**src/rtl/mosr_defines.vh**
```
// Register map, field positions and encodings for the op sample recorder
`ifndef MOSR_DEFINES_VH
`define MOSR_DEFINES_VH

// Register byte offsets (AXI4-Lite, one 32-bit word each)
`define MOSR_CTRL_OFF 8'h00
`define MOSR_LSINFO_LO_OFF 8'h08
`define MOSR_LSINFO_HI_OFF 8'h0c
`define MOSR_UNCORE_LO_OFF 8'h10
`define MOSR_UNCORE_HI_OFF 8'h14
`define MOSR_LIN_LO_OFF 8'h18
`define MOSR_LIN_HI_OFF 8'h1c
`define MOSR_PHY_LO_OFF 8'h20
`define MOSR_PHY_HI_OFF 8'h24

// Control register fields
`define MOSR_CTRL_EN_BIT 0
`define MOSR_CTRL_VALID_BIT 1
`define MOSR_CTRL_BUSY_BIT 2

// Load/store info fields (low word)
`define MOSR_LS_LOAD 0
`define MOSR_LS_STORE 1
`define MOSR_LS_DTLB1_MISS 2
`define MOSR_LS_DTLB2_MISS 3
`define MOSR_LS_DTLB1_2M 4
`define MOSR_LS_DTLB1_1G 5
`define MOSR_LS_DTLB2_2M 6
`define MOSR_LS_DC_MISS 7
`define MOSR_LS_MISALIGN 8
`define MOSR_LS_LD_BANK 9
`define MOSR_LS_ST_BANK 10
`define MOSR_LS_FWD 11
`define MOSR_LS_FWD_CAN 12
`define MOSR_LS_UC 13
`define MOSR_LS_WC 14
`define MOSR_LS_LOCKED 15
`define MOSR_LS_MAB_HIT 16
`define MOSR_LS_LIN_VALID 17
`define MOSR_LS_PHY_VALID 18
`define MOSR_LS_FLAG_W 19
// Miss latency sits in the high word, bits [15:0]
`define MOSR_LAT_W 16

// Uncore info fields
`define MOSR_UN_SRC_LSB 0
`define MOSR_UN_REMOTE 4
`define MOSR_UN_LINE_ST 5

// Data source codes
`define MOSR_SRC_NONE 3'h0
`define MOSR_SRC_L3 3'h1
`define MOSR_SRC_CACHE 3'h2
`define MOSR_SRC_DRAM 3'h3
`define MOSR_SRC_IO 3'h7

// AXI responses
`define MOSR_RESP_OKAY 2'h0
`define MOSR_RESP_SLVERR 2'h2

`endif

```
**src/rtl/mosr_recorder.v**
```verilog
// Memory op sample recorder with AXI4-Lite register slave
// Contract
// - capture linear and physical operand addresses into separate registers
// - linear and physical valid bits set independently per address
// - physical may be valid while linear valid stays clear
// - load and store flags; both set for load-operate-store ops
// - count cycles from data cache miss until fill delivered
// - miss latency meaningful only for loads that missed
// - separate load and store bank conflict flags
// - separate first and second level data TLB miss flags
// - flags for 2M and 1G first TLB hits, 2M second TLB hit
// - data cache miss flag on initial miss
// - misaligned flag when access crosses 128-bit boundary
// - store forward flag and separate forward-cancelled flag
// - flags for uncacheable, write-combining and locked accesses
// - flag when access hit an allocated miss buffer entry
// - uncore info gathered only if enabled and load missed L1 and L2
// - uncore info and latency unreliable for stores; consumers discard
// - remote bit 0 local service, 1 remote service
// - line state bit 0 modified, 1 owned, when source is a cache
// - 3-bit data source code, 4 to 6 reserved
// - source and remote bit decoded together; source 0 invalid
`timescale 1ns/10ps
`include "mosr_defines.vh"

module mosr_recorder (
  // Clock, reset, enable
  input wire aclk,
  input wire aresetn,
  input wire clk_en,
  // Load/store pipeline report of the tagged op
  input wire op_start,
  input wire op_load,
  input wire op_store,
  input wire op_lin_valid,
  input wire [63:0] op_lin_addr,
  input wire op_phy_valid,
  input wire [63:0] op_phy_addr,
  input wire dtlb1_miss,
  input wire dtlb2_miss,
  input wire dtlb1_hit_2m,
  input wire dtlb1_hit_1g,
  input wire dtlb2_hit_2m,
  input wire dc_miss,
  input wire l2_miss,
  input wire ld_bank_conflict,
  input wire st_bank_conflict,
  input wire st_fwd,
  input wire st_fwd_cancel,
  input wire uc_access,
  input wire wc_access,
  input wire locked_access,
  input wire mab_hit,
  input wire op_misalign,
  // Fill delivered to the core for the pending miss
  input wire dc_fill,
  // Uncore response
  input wire uncore_valid,
  input wire [2:0] uncore_src,
  input wire uncore_remote,
  input wire uncore_line_owned,
  // Op completed; sample may be committed
  input wire op_done,
  // Status to the core
  output wire sample_valid,
  output wire sample_busy,
  // AXI4-Lite write address
  input wire [7:0] s_axi_awaddr,
  input wire s_axi_awvalid,
  output wire s_axi_awready,
  // AXI4-Lite write data
  input wire [31:0] s_axi_wdata,
  input wire [3:0] s_axi_wstrb,
  input wire s_axi_wvalid,
  output wire s_axi_wready,
  // AXI4-Lite write response
  output reg [1:0] s_axi_bresp,
  output reg s_axi_bvalid,
  input wire s_axi_bready,
  // AXI4-Lite read address
  input wire [7:0] s_axi_araddr,
  input wire s_axi_arvalid,
  output wire s_axi_arready,
  // AXI4-Lite read data
  output reg [31:0] s_axi_rdata,
  output reg [1:0] s_axi_rresp,
  output reg s_axi_rvalid,
  input wire s_axi_rready
);

  localparam ST_IDLE = 2'h0;
  localparam ST_TRACK = 2'h1;
  localparam ST_HELD = 2'h2;

  reg [1:0] state_q;
  reg en_q;
  reg [`MOSR_LS_FLAG_W-1:0] flags_w_q;
  reg [`MOSR_LS_FLAG_W-1:0] flags_q;
  reg [63:0] lin_w_q;
  reg [63:0] phy_w_q;
  reg [63:0] lin_q;
  reg [63:0] phy_q;
  reg [`MOSR_LAT_W-1:0] lat_cnt_q;
  reg lat_run_q;
  reg lat_ok_w_q;
  reg [`MOSR_LAT_W-1:0] lat_q;
  reg want_un_q;
  reg [5:0] un_w_q;
  reg [5:0] un_q;
  reg aw_got_q;
  reg w_got_q;
  reg [7:0] aw_q;
  reg [31:0] wd_q;
  reg [3:0] ws_q;
  reg [`MOSR_LS_FLAG_W-1:0] op_flags;
  reg [31:0] rd_d;
  reg rd_ok;

  wire rearm;
  wire wr_fire;
  wire rd_fire;
  wire [7:0] wa;

  always @* begin
    op_flags = {`MOSR_LS_FLAG_W{1'b0}};
    op_flags[`MOSR_LS_LOAD] = op_load;
    op_flags[`MOSR_LS_STORE] = op_store;
    op_flags[`MOSR_LS_DTLB1_MISS] = dtlb1_miss;
    op_flags[`MOSR_LS_DTLB2_MISS] = dtlb2_miss;
    op_flags[`MOSR_LS_DTLB1_2M] = dtlb1_hit_2m;
    op_flags[`MOSR_LS_DTLB1_1G] = dtlb1_hit_1g;
    op_flags[`MOSR_LS_DTLB2_2M] = dtlb2_hit_2m;
    op_flags[`MOSR_LS_DC_MISS] = dc_miss;
    // Access size is only known upstream, so the 128-bit crossing comes in
    op_flags[`MOSR_LS_MISALIGN] = op_misalign;
    op_flags[`MOSR_LS_LD_BANK] = ld_bank_conflict;
    op_flags[`MOSR_LS_ST_BANK] = st_bank_conflict;
    op_flags[`MOSR_LS_FWD] = st_fwd;
    op_flags[`MOSR_LS_FWD_CAN] = st_fwd_cancel;
    op_flags[`MOSR_LS_UC] = uc_access;
    op_flags[`MOSR_LS_WC] = wc_access;
    op_flags[`MOSR_LS_LOCKED] = locked_access;
    op_flags[`MOSR_LS_MAB_HIT] = mab_hit;
    op_flags[`MOSR_LS_LIN_VALID] = op_lin_valid;
    op_flags[`MOSR_LS_PHY_VALID] = op_phy_valid;
  end

  // Sample tracking: working copy fills while the op is in flight,
  // then is copied as one unit so software never sees a half sample
  always @(posedge aclk) begin
    if (!aresetn) begin
      state_q <= ST_IDLE;
      flags_w_q <= {`MOSR_LS_FLAG_W{1'b0}};
      flags_q <= {`MOSR_LS_FLAG_W{1'b0}};
      lin_w_q <= 64'h0;
      phy_w_q <= 64'h0;
      lin_q <= 64'h0;
      phy_q <= 64'h0;
      lat_cnt_q <= {`MOSR_LAT_W{1'b0}};
      lat_run_q <= 1'b0;
      lat_ok_w_q <= 1'b0;
      lat_q <= {`MOSR_LAT_W{1'b0}};
      want_un_q <= 1'b0;
      un_w_q <= 6'h0;
      un_q <= 6'h0;
    end else if (clk_en) begin
      case (state_q)
        ST_IDLE: begin
          if (en_q && op_start) begin
            state_q <= ST_TRACK;
            flags_w_q <= op_flags;
            // Addresses stored as given; valid bits qualify them
            lin_w_q <= op_lin_addr;
            phy_w_q <= op_phy_addr;
            lat_cnt_q <= {`MOSR_LAT_W{1'b0}};
            lat_run_q <= op_load & dc_miss;
            lat_ok_w_q <= 1'b0;
            want_un_q <= op_load & dc_miss & l2_miss;
            un_w_q <= 6'h0;
          end
        end
        ST_TRACK: begin
          if (lat_run_q) begin
            if (dc_fill) begin
              lat_run_q <= 1'b0;
              lat_ok_w_q <= 1'b1;
            end else if (lat_cnt_q != {`MOSR_LAT_W{1'b1}}) begin
              // Saturates rather than wrapping on very long misses
              lat_cnt_q <= lat_cnt_q +
                           {{(`MOSR_LAT_W-1){1'b0}}, 1'b1};
            end
          end
          if (want_un_q && uncore_valid) begin
            want_un_q <= 1'b0;
            // Codes pass through; 0 already reads as invalid
            un_w_q <= {uncore_line_owned, uncore_remote, 1'b0,
                       uncore_src};
          end
          if (op_done) begin
            state_q <= ST_HELD;
            flags_q <= flags_w_q;
            lin_q <= lin_w_q;
            phy_q <= phy_w_q;
            // Stores keep latency at zero; value is load-only
            lat_q <= (lat_ok_w_q && flags_w_q[`MOSR_LS_LOAD]) ?
                     lat_cnt_q : {`MOSR_LAT_W{1'b0}};
            un_q <= un_w_q;
          end
        end
        ST_HELD: begin
          if (rearm) begin
            state_q <= ST_IDLE;
          end
        end
        default: begin
          state_q <= ST_IDLE;
        end
      endcase
    end
  end

  assign sample_valid = (state_q == ST_HELD);
  assign sample_busy = (state_q == ST_TRACK);

  // AXI4-Lite write path: address and data latched independently
  // Readies drop with the enable so no beat is lost while frozen
  assign s_axi_awready = clk_en && !aw_got_q && !s_axi_bvalid;
  assign s_axi_wready = clk_en && !w_got_q && !s_axi_bvalid;
  assign wr_fire = aw_got_q && w_got_q && !s_axi_bvalid;
  assign wa = aw_q;
  // Writing 1 to the valid bit releases the held sample
  assign rearm = wr_fire && (wa == `MOSR_CTRL_OFF) && ws_q[0] &&
                 wd_q[`MOSR_CTRL_VALID_BIT];

  always @(posedge aclk) begin
    if (!aresetn) begin
      aw_got_q <= 1'b0;
      w_got_q <= 1'b0;
      aw_q <= 8'h0;
      wd_q <= 32'h0;
      ws_q <= 4'h0;
      s_axi_bvalid <= 1'b0;
      s_axi_bresp <= `MOSR_RESP_OKAY;
      en_q <= 1'b0;
    end else if (clk_en) begin
      if (s_axi_awvalid && s_axi_awready) begin
        aw_got_q <= 1'b1;
        aw_q <= s_axi_awaddr;
      end
      if (s_axi_wvalid && s_axi_wready) begin
        w_got_q <= 1'b1;
        wd_q <= s_axi_wdata;
        ws_q <= s_axi_wstrb;
      end
      if (wr_fire) begin
        aw_got_q <= 1'b0;
        w_got_q <= 1'b0;
        s_axi_bvalid <= 1'b1;
        if (wa == `MOSR_CTRL_OFF) begin
          s_axi_bresp <= `MOSR_RESP_OKAY;
          if (ws_q[0]) begin
            en_q <= wd_q[`MOSR_CTRL_EN_BIT];
          end
        end else begin
          // Capture registers are read-only
          s_axi_bresp <= `MOSR_RESP_SLVERR;
        end
      end else if (s_axi_bvalid && s_axi_bready) begin
        s_axi_bvalid <= 1'b0;
      end
    end
  end

  // AXI4-Lite read path
  assign s_axi_arready = clk_en && !s_axi_rvalid;
  assign rd_fire = s_axi_arvalid && s_axi_arready;

  always @* begin
    rd_d = 32'h0;
    rd_ok = 1'b1;
    case (s_axi_araddr)
      `MOSR_CTRL_OFF: begin
        rd_d[`MOSR_CTRL_EN_BIT] = en_q;
        rd_d[`MOSR_CTRL_VALID_BIT] = sample_valid;
        rd_d[`MOSR_CTRL_BUSY_BIT] = sample_busy;
      end
      `MOSR_LSINFO_LO_OFF: rd_d[`MOSR_LS_FLAG_W-1:0] = flags_q;
      `MOSR_LSINFO_HI_OFF: rd_d[`MOSR_LAT_W-1:0] = lat_q;
      `MOSR_UNCORE_LO_OFF: rd_d[5:0] = un_q;
      `MOSR_UNCORE_HI_OFF: rd_d = 32'h0;
      `MOSR_LIN_LO_OFF: rd_d = lin_q[31:0];
      `MOSR_LIN_HI_OFF: rd_d = lin_q[63:32];
      `MOSR_PHY_LO_OFF: rd_d = phy_q[31:0];
      `MOSR_PHY_HI_OFF: rd_d = phy_q[63:32];
      default: rd_ok = 1'b0;
    endcase
  end

  always @(posedge aclk) begin
    if (!aresetn) begin
      s_axi_rvalid <= 1'b0;
      s_axi_rdata <= 32'h0;
      s_axi_rresp <= `MOSR_RESP_OKAY;
    end else if (clk_en) begin
      if (rd_fire) begin
        s_axi_rvalid <= 1'b1;
        s_axi_rdata <= rd_d;
        s_axi_rresp <= rd_ok ? `MOSR_RESP_OKAY : `MOSR_RESP_SLVERR;
      end else if (s_axi_rvalid && s_axi_rready) begin
        s_axi_rvalid <= 1'b0;
      end
    end
  end

endmodule // mosr_recorder
```
**config.mk**
```make
export PLATFORM = sky130hd
export DESIGN_NAME = mosr_recorder
export DESIGN_NICKNAME = d
export VERILOG_FILES = /design/src/rtl/mosr_recorder.v
export VERILOG_INCLUDE_DIRS = /design/src /design/src/rtl
export SDC_FILE = /design/constraint.sdc
export NUM_CORES = 1
export LEC_CHECK = 0
export ABC_AREA = 1
export BUFFER_PORTS_ARGS = -buffer_cell sky130_fd_sc_hd__buf_2
export CORE_ASPECT_RATIO = 1.1
export CORE_MARGIN = 3
export CORE_UTILIZATION = 50
export DETAILED_ROUTE_END_ITERATION = 8
export PLACE_DENSITY = 0.72
export SLEW_MARGIN = 0
export SYNTH_ARGS = -nofsm -noshare
export SYNTH_HDL_FRONTEND = slang
export SYNTH_SLANG_ARGS = --single-unit
export TNS_END_PERCENT = 50
```
**constraint.sdc**
```tcl
create_clock -name aclk -period 3.6 [get_ports aclk]
set_input_delay 0.72 -clock aclk [delete_from_list [all_inputs] [get_ports aclk]]
set_output_delay 0.72 -clock aclk [all_outputs]
set_load 0.1 [all_outputs]
```
# ---- Word level (Yosys, flattened, before mapping)
# Cells that the tools add are included.
# W data, S select, Z words.
dict set report word_totals {
  ff_bits 395
  input_bits 217
}
dict set report classes {
  addsub 1
  eq_ne 19
  bitwise 2
  n_reduce_logical 47
  muxes 40
}
# operator count
set ops {}
lappend ops {{$mux W16} 5}
lappend ops {{$pmux W10 S6} 1}
lappend ops {{$pmux W13 S4} 1}
lappend ops {{$eq A8 B5 Y1 const B} 4}
lappend ops {{$pmux W16 S2} 1}
lappend ops {{$pmux W3 S8} 1}
lappend ops {{$pmux W3 S7} 1}
lappend ops {{$logic_and A1 B1 Y1} 18}
lappend ops {{$mux W1} 17}
lappend ops {{$add A16 B1 Y16 const B} 1}
lappend ops {{$eq A8 B4 Y1 const B} 2}
lappend ops {{$eq A8 B6 Y1 const B} 2}
lappend ops {{$logic_not A8 Y1} 2}
lappend ops {{$ne A16 B16 Y1 const B} 1}
lappend ops {{$reduce_and A2 Y1} 8}
lappend ops {{$pmux W3 S5} 1}
lappend ops {{$mux W6} 2}
lappend ops {{$pmux W6 S2} 1}
lappend ops {{$reduce_and A4 Y1} 3}
lappend ops {{$mux W2} 5}
lappend ops {{$reduce_bool A2 Y1} 5}
lappend ops {{$reduce_and A3 Y1} 3}
lappend ops {{$reduce_or A9 Y1} 1}
lappend ops {{$ne A2 B1 Y1 const B} 4}
lappend ops {{10 further kinds} 19}

# ---- Depth between registers and ports, before layout
dict set report depth {
  depth_word 7
  mapped_depth 12
}

# ---- Least setup slack after synthesis
# No wires, ideal clock.
dict set report synth_path {
  path_type {register to register}
  startpoint {register s_axi_rvalid}
  endpoint {register s_axi_rdata[28]}
  t_required_ns 3.530
  path_slack_ns 0.521
  path_buffers 2
  period_less_slack_ns 3.079
  path_stages_with_launch 8
  arrival_ns 3.009
  cell_sequence {dfxtp_1 -> nor2_1 -> nand2_1 -> inv_1 -> buf_2 -> buf_2 -> o21ai_0 -> a21oi_1}
}
dict set report synth_between {
  elab_chain_len 4
}
# item line_no
set synth_rtl {}
lappend synth_rtl {{start: declaration} mosr_recorder.v:87} ;# output reg s_axi_rvalid,
lappend synth_rtl {{start signal: assignment} mosr_recorder.v:301} ;# s_axi_rvalid <= 1'b0;
lappend synth_rtl {{start signal: assignment} mosr_recorder.v:306} ;# s_axi_rvalid <= 1'b1;
lappend synth_rtl {{start signal: assignment} mosr_recorder.v:310} ;# s_axi_rvalid <= 1'b0;
lappend synth_rtl {{$logic_not A1 Y1} mosr_recorder.v:275} ;# assign s_axi_arready = clk_en && !s_axi_rvalid;
lappend synth_rtl {{$logic_and A1 B1 Y1} mosr_recorder.v:275}
lappend synth_rtl {{net s_axi_arready} mosr_recorder.v:83} ;# output wire s_axi_arready,
lappend synth_rtl {{$logic_and A1 B1 Y1} mosr_recorder.v:276} ;# assign rd_fire = s_axi_arvalid && s_axi_arready;
lappend synth_rtl {{$reduce_and A2 Y1 (no source line)} --}
lappend synth_rtl {{end signal: assignment} mosr_recorder.v:307} ;# s_axi_rdata <= rd_d;
lappend synth_rtl {{end: declaration} mosr_recorder.v:85} ;# output reg [31:0] s_axi_rdata,
# The timed path passes the listed nets, and every way through them passes these cells.
# A chain may end at the register's enable or synchronous reset.

# ---- Worst setup path after layout
dict set report layout_path {
  startpoint {register state_q[0]}
  endpoint {output sample_busy}
}
dict set report layout_between {
  elab_chain_len 1
}
# item line_no
set layout_rtl {}
lappend layout_rtl {{start: declaration} mosr_recorder.v:95} ;# reg [1:0] state_q;
lappend layout_rtl {{start signal: assignment} mosr_recorder.v:152} ;# state_q <= ST_IDLE;
lappend layout_rtl {{start signal: assignment} mosr_recorder.v:170} ;# state_q <= ST_TRACK;
lappend layout_rtl {{start signal: assignment} mosr_recorder.v:200} ;# state_q <= ST_HELD;
lappend layout_rtl {{$eq A2 B1 Y1} mosr_recorder.v:223} ;# assign sample_busy = (state_q == ST_TRACK);
lappend layout_rtl {{end: declaration} mosr_recorder.v:66} ;# output wire sample_busy,
# No other way between the ends.

==> flow_metrics.env <==
export IMPL_synth_main_ff_cell="sky130_fd_sc_hd__dfxtp_1"
export IMPL_via_count=14440
export IMPL_max_slew_margin_pct=33.87
export IMPL_synth_most_common_cell="sky130_fd_sc_hd__nor2_1"
export IMPL_postCtsHoldBufs=0
export IMPL_number_of_global_route_vias_before_repair=13620
export IMPL_synthSimpleGateAreaFrac_pct=23.15
export IMPL_groute_usage_overall_pct=25.05
export IMPL_power_density_cell_area_mw_per_mm2=655.0
export IMPL_final_nets=2504
export IMPL_multiplexer_share_of_the_synthesized_area_pct=0
export IMPL_worst_path_max_fanout=13
export IMPL_synthDominantCellAreaShare_pct=50.57
export IMPL_post_cts_repair_setup_buffers=0
export IMPL_antenna_violating_nets_post_route=0
export IMPL_finalSetupViolations=0
export IMPL_num_io_pins=260
export IMPL_clk_transition_reported_paths_ps=60
export IMPL_pin_count_of_the_biggest_net_entering_global_routing=245
export IMPL_p_leak_nw=7.017
export IMPL_cts_tree="yes"
export IMPL_syn2layout_area_growth_pct=16.35
export IMPL_io_buffers=224
export IMPL_num_rows=66
export IMPL_antenna_found_initial=0
export IMPL_synth_area_per_cell_um2=7.236
export IMPL_seqCellArea_mm2=0.007828
export IMPL_drt_first_pass_iters=7
export IMPL_syn_cell_area_mm2=0.01548
export IMPL_yosys_area_top_type="sky130_fd_sc_hd__dfxtp_1"
export IMPL_timing_hold_violations_final=0
export IMPL_drtIter0Drc=1204
export IMPL_clock_tree_root_cell="sky130_fd_sc_hd__clkbuf_16"
export IMPL_worst_endpoint_required_ps=2880
export IMPL_die_area_mm2=0.03310
export IMPL_cells_after_synth=2139
export IMPL_postPlaceCellArea_mm2=0.01671
export IMPL_min_period_over_period_pct=72.69
export IMPL_start_kind="register"
export IMPL_p_total_mw=11.80
export IMPL_fin_util_pct=59.91
export IMPL_setup_total_negative_slack_ps=0
export IMPL_fin_worst_skew_ps=15.58
export IMPL_cts_htree_levels=2
export IMPL_synth_area_top_cells="sky130_fd_sc_hd__dfxtp_1 51%, sky130_fd_sc_hd__nor2_1 14%, sky130_fd_sc_hd__o21ai_0 12%"
export IMPL_core_mm2=0.03006
export IMPL_synth_warnings=0
export IMPL_final_cell_count_no_fill=2722
export IMPL_die_y_um=190.5
export IMPL_grt_pass1_wl_mm=68.44
export IMPL_number_of_filler_cells_placed_in_the_layout=2846
export IMPL_synth_compound_gate_area_share_pct=18.54
export IMPL_max_clock_freq_ghz=0.3821
export IMPL_peakVddDrop_mv=0.5075
export IMPL_place_gp_congestion=0.8902
export IMPL_detailedPlacementHpwl_mm=29.34
export IMPL_synth_edff_count=0
export IMPL_synthAdderAreaFrac_pct=0.08084
export IMPL_final_min_clock_period_ps=2617
export IMPL_place_detailed_instances=2652
export IMPL_fp_dieW_um=173.8
export IMPL_synth_seq_cells=391
export IMPL_yosys_area_share_xor_xnor_pct=0.1132
export IMPL_synth_top_cells_by_count="574 x sky130_fd_sc_hd__nor2_1, 391 x sky130_fd_sc_hd__dfxtp_1, 382 x sky130_fd_sc_hd__o21ai_0"
export IMPL_detail_route_wirelength_mm=43.02
export IMPL_asyncSetResetFlopFracSynth_pct=0
export IMPL_timing_max_transition_violations_final=0
export IMPL_cts_resized=0
export IMPL_hold_path_class="in2reg"
export IMPL_multiInputGateArea_mm2=0.006510
export IMPL_cts_max_path_buffers=3
export IMPL_cp_data_arrival_time_ps=1900
export IMPL_cts_made_buffers=40
export IMPL_synth_top_family_by_area="simple AND/OR/NAND/NOR gates"
export IMPL_num_antenna_cells=0
export IMPL_unrepaired_setup_endpoints_after_global_routing="false"
export IMPL_outcome="complete, no violations"
export IMPL_clk_latency_ps=530
export IMPL_globalRoute_totalOverflow=0
export IMPL_ys_types=29
export IMPL_post_route_cells_drive_above_1_share_pct=13.92
export IMPL_final_design_area_no_fill_mm2=0.01801
export IMPL_drc=0
export IMPL_timing_critical_path_to_type="output pin"
export IMPL_cap_viol_max_count=0
export IMPL_crit_path_class="reg2out"
export IMPL_via_per_inst=5.306
export IMPL_slew_at_the_pin_closest_to_its_max_slew_limit_ps=991.9
export IMPL_yosysSeqAreaShare_pct=50.57
export IMPL_cts_num_sinks=391
export IMPL_routedWlPerCell_um=15.80
export IMPL_initial_core_util_pct=51.49
## placed cells by master, fill, tap and decap left out, types with 2 or more instances in the layout
cell type,Yosys,layout
sky130_fd_sc_hd__o21ai_1,3,3
sky130_fd_sc_hd__clkinv_1,3,3
sky130_fd_sc_hd__nand3_1,105,104
sky130_fd_sc_hd__inv_2,5,5
sky130_fd_sc_hd__nand2_1,202,202
sky130_fd_sc_hd__o22ai_1,11,11
sky130_fd_sc_hd__clkbuf_16,0,42
sky130_fd_sc_hd__clkinv_2,0,7
sky130_fd_sc_hd__clkinvlp_4,0,2
sky130_fd_sc_hd__inv_1,124,123
sky130_fd_sc_hd__nor2_2,2,2
sky130_fd_sc_hd__nand3_4,0,2
sky130_fd_sc_hd__dfxtp_1,391,391
sky130_fd_sc_hd__a211oi_1,11,11
sky130_fd_sc_hd__buf_4,18,21
sky130_fd_sc_hd__a21oi_2,2,2
sky130_fd_sc_hd__clkinv_8,0,2
sky130_fd_sc_hd__clkbuf_1,86,10
sky130_fd_sc_hd__nand4_1,11,11
sky130_fd_sc_hd__buf_12,0,4
sky130_fd_sc_hd__o21ai_0,382,382
sky130_fd_sc_hd__nor2_1,574,574
sky130_fd_sc_hd__nor3_1,7,7
sky130_fd_sc_hd__bufinv_16,0,2
sky130_fd_sc_hd__buf_2,39,223
sky130_fd_sc_hd__a21oi_1,153,153
sky130_fd_sc_hd__conb_1,1,2
sky130_fd_sc_hd__clkbuf_8,0,5
## critical path, cell delays in order (launching register included)
cell and delay, ps:
sky130_fd_sc_hd__dfxtp_1 440, sky130_fd_sc_hd__inv_2 80, sky130_fd_sc_hd__nor2_4 340, sky130_fd_sc_hd__buf_2 510
## per-stage QoR
step / hold slack, ps / worst slack, ps
floorplan: 424.5 / 520.9
global placement: 436.1 / 943.6
detailed placement: 440.5 / 890.1
CTS: 420.6 / 976.8
global route: 453.1 / 915.0
finish: 434.6 / 983.1
## layout make-up
type	instances	share of cell area [%]
clock inverter	14	0.8407
inverter	132	2.765
clock buffer	56	6.350
multi-input combinational	1472	36.15
tap	408	2.835
sequential	391	43.47
timing repair buffer	249	7.594
## logic make-up after synthesis
logic type | after synthesis
and+or+nand+nor | 904
AOI/OAI and AO/OA | 563
DFF | 391
buffers and inverters | 277
xor gates and xnor gates | 2
adders and majority gates | 1
other | 1
## routing by layer
| layer | part of all wire (%) | up-vias | global-route usage, % |
|---|---|---|---|
| li1 | - | 7236 | - |
| met1 | 42 | 6663 | 31.76 |
| met2 | 48 | 450 | 43.13 |
| met3 | 5.9 | 93 | 3.664 |
| met4 | 3.8 | 0 | 9.963 |
| met5 | 0 | - | 0 |
## power breakdown
group	switching (mW)	total, mW	internal (mW)
Sequential	0.456	5.65	5.19
Clock	1.72	4.09	2.37
Combinational	1.36	2.06	0.698
## registers in the layout, summed over array words and instances, names as in the netlist, 2 cells and up
signal	count
flags_q	19
s_axi_rdata	32
lat_q	16
phy_q	64
lin_w_q	64
aw_q	8
phy_w_q	64
flags_w_q	19
un_w_q	5
lat_cnt_q	16
un_q	5
lin_q	64
wd_q	2
state_q	2
## final timing paths
check	start	endpoint	depth (start not counted)	slack, ps
setup / recovery	state_q[0]	sample_busy	3	980
hold / removal	op_phy_addr[23]	phy_w_q[23]	3	430
setup reg to reg	state_q[0]	lin_w_q[14]	7	1210
hold reg to reg	lin_q[25]	lin_q[25]	2	450
Power figures use the tool's default switching activity.
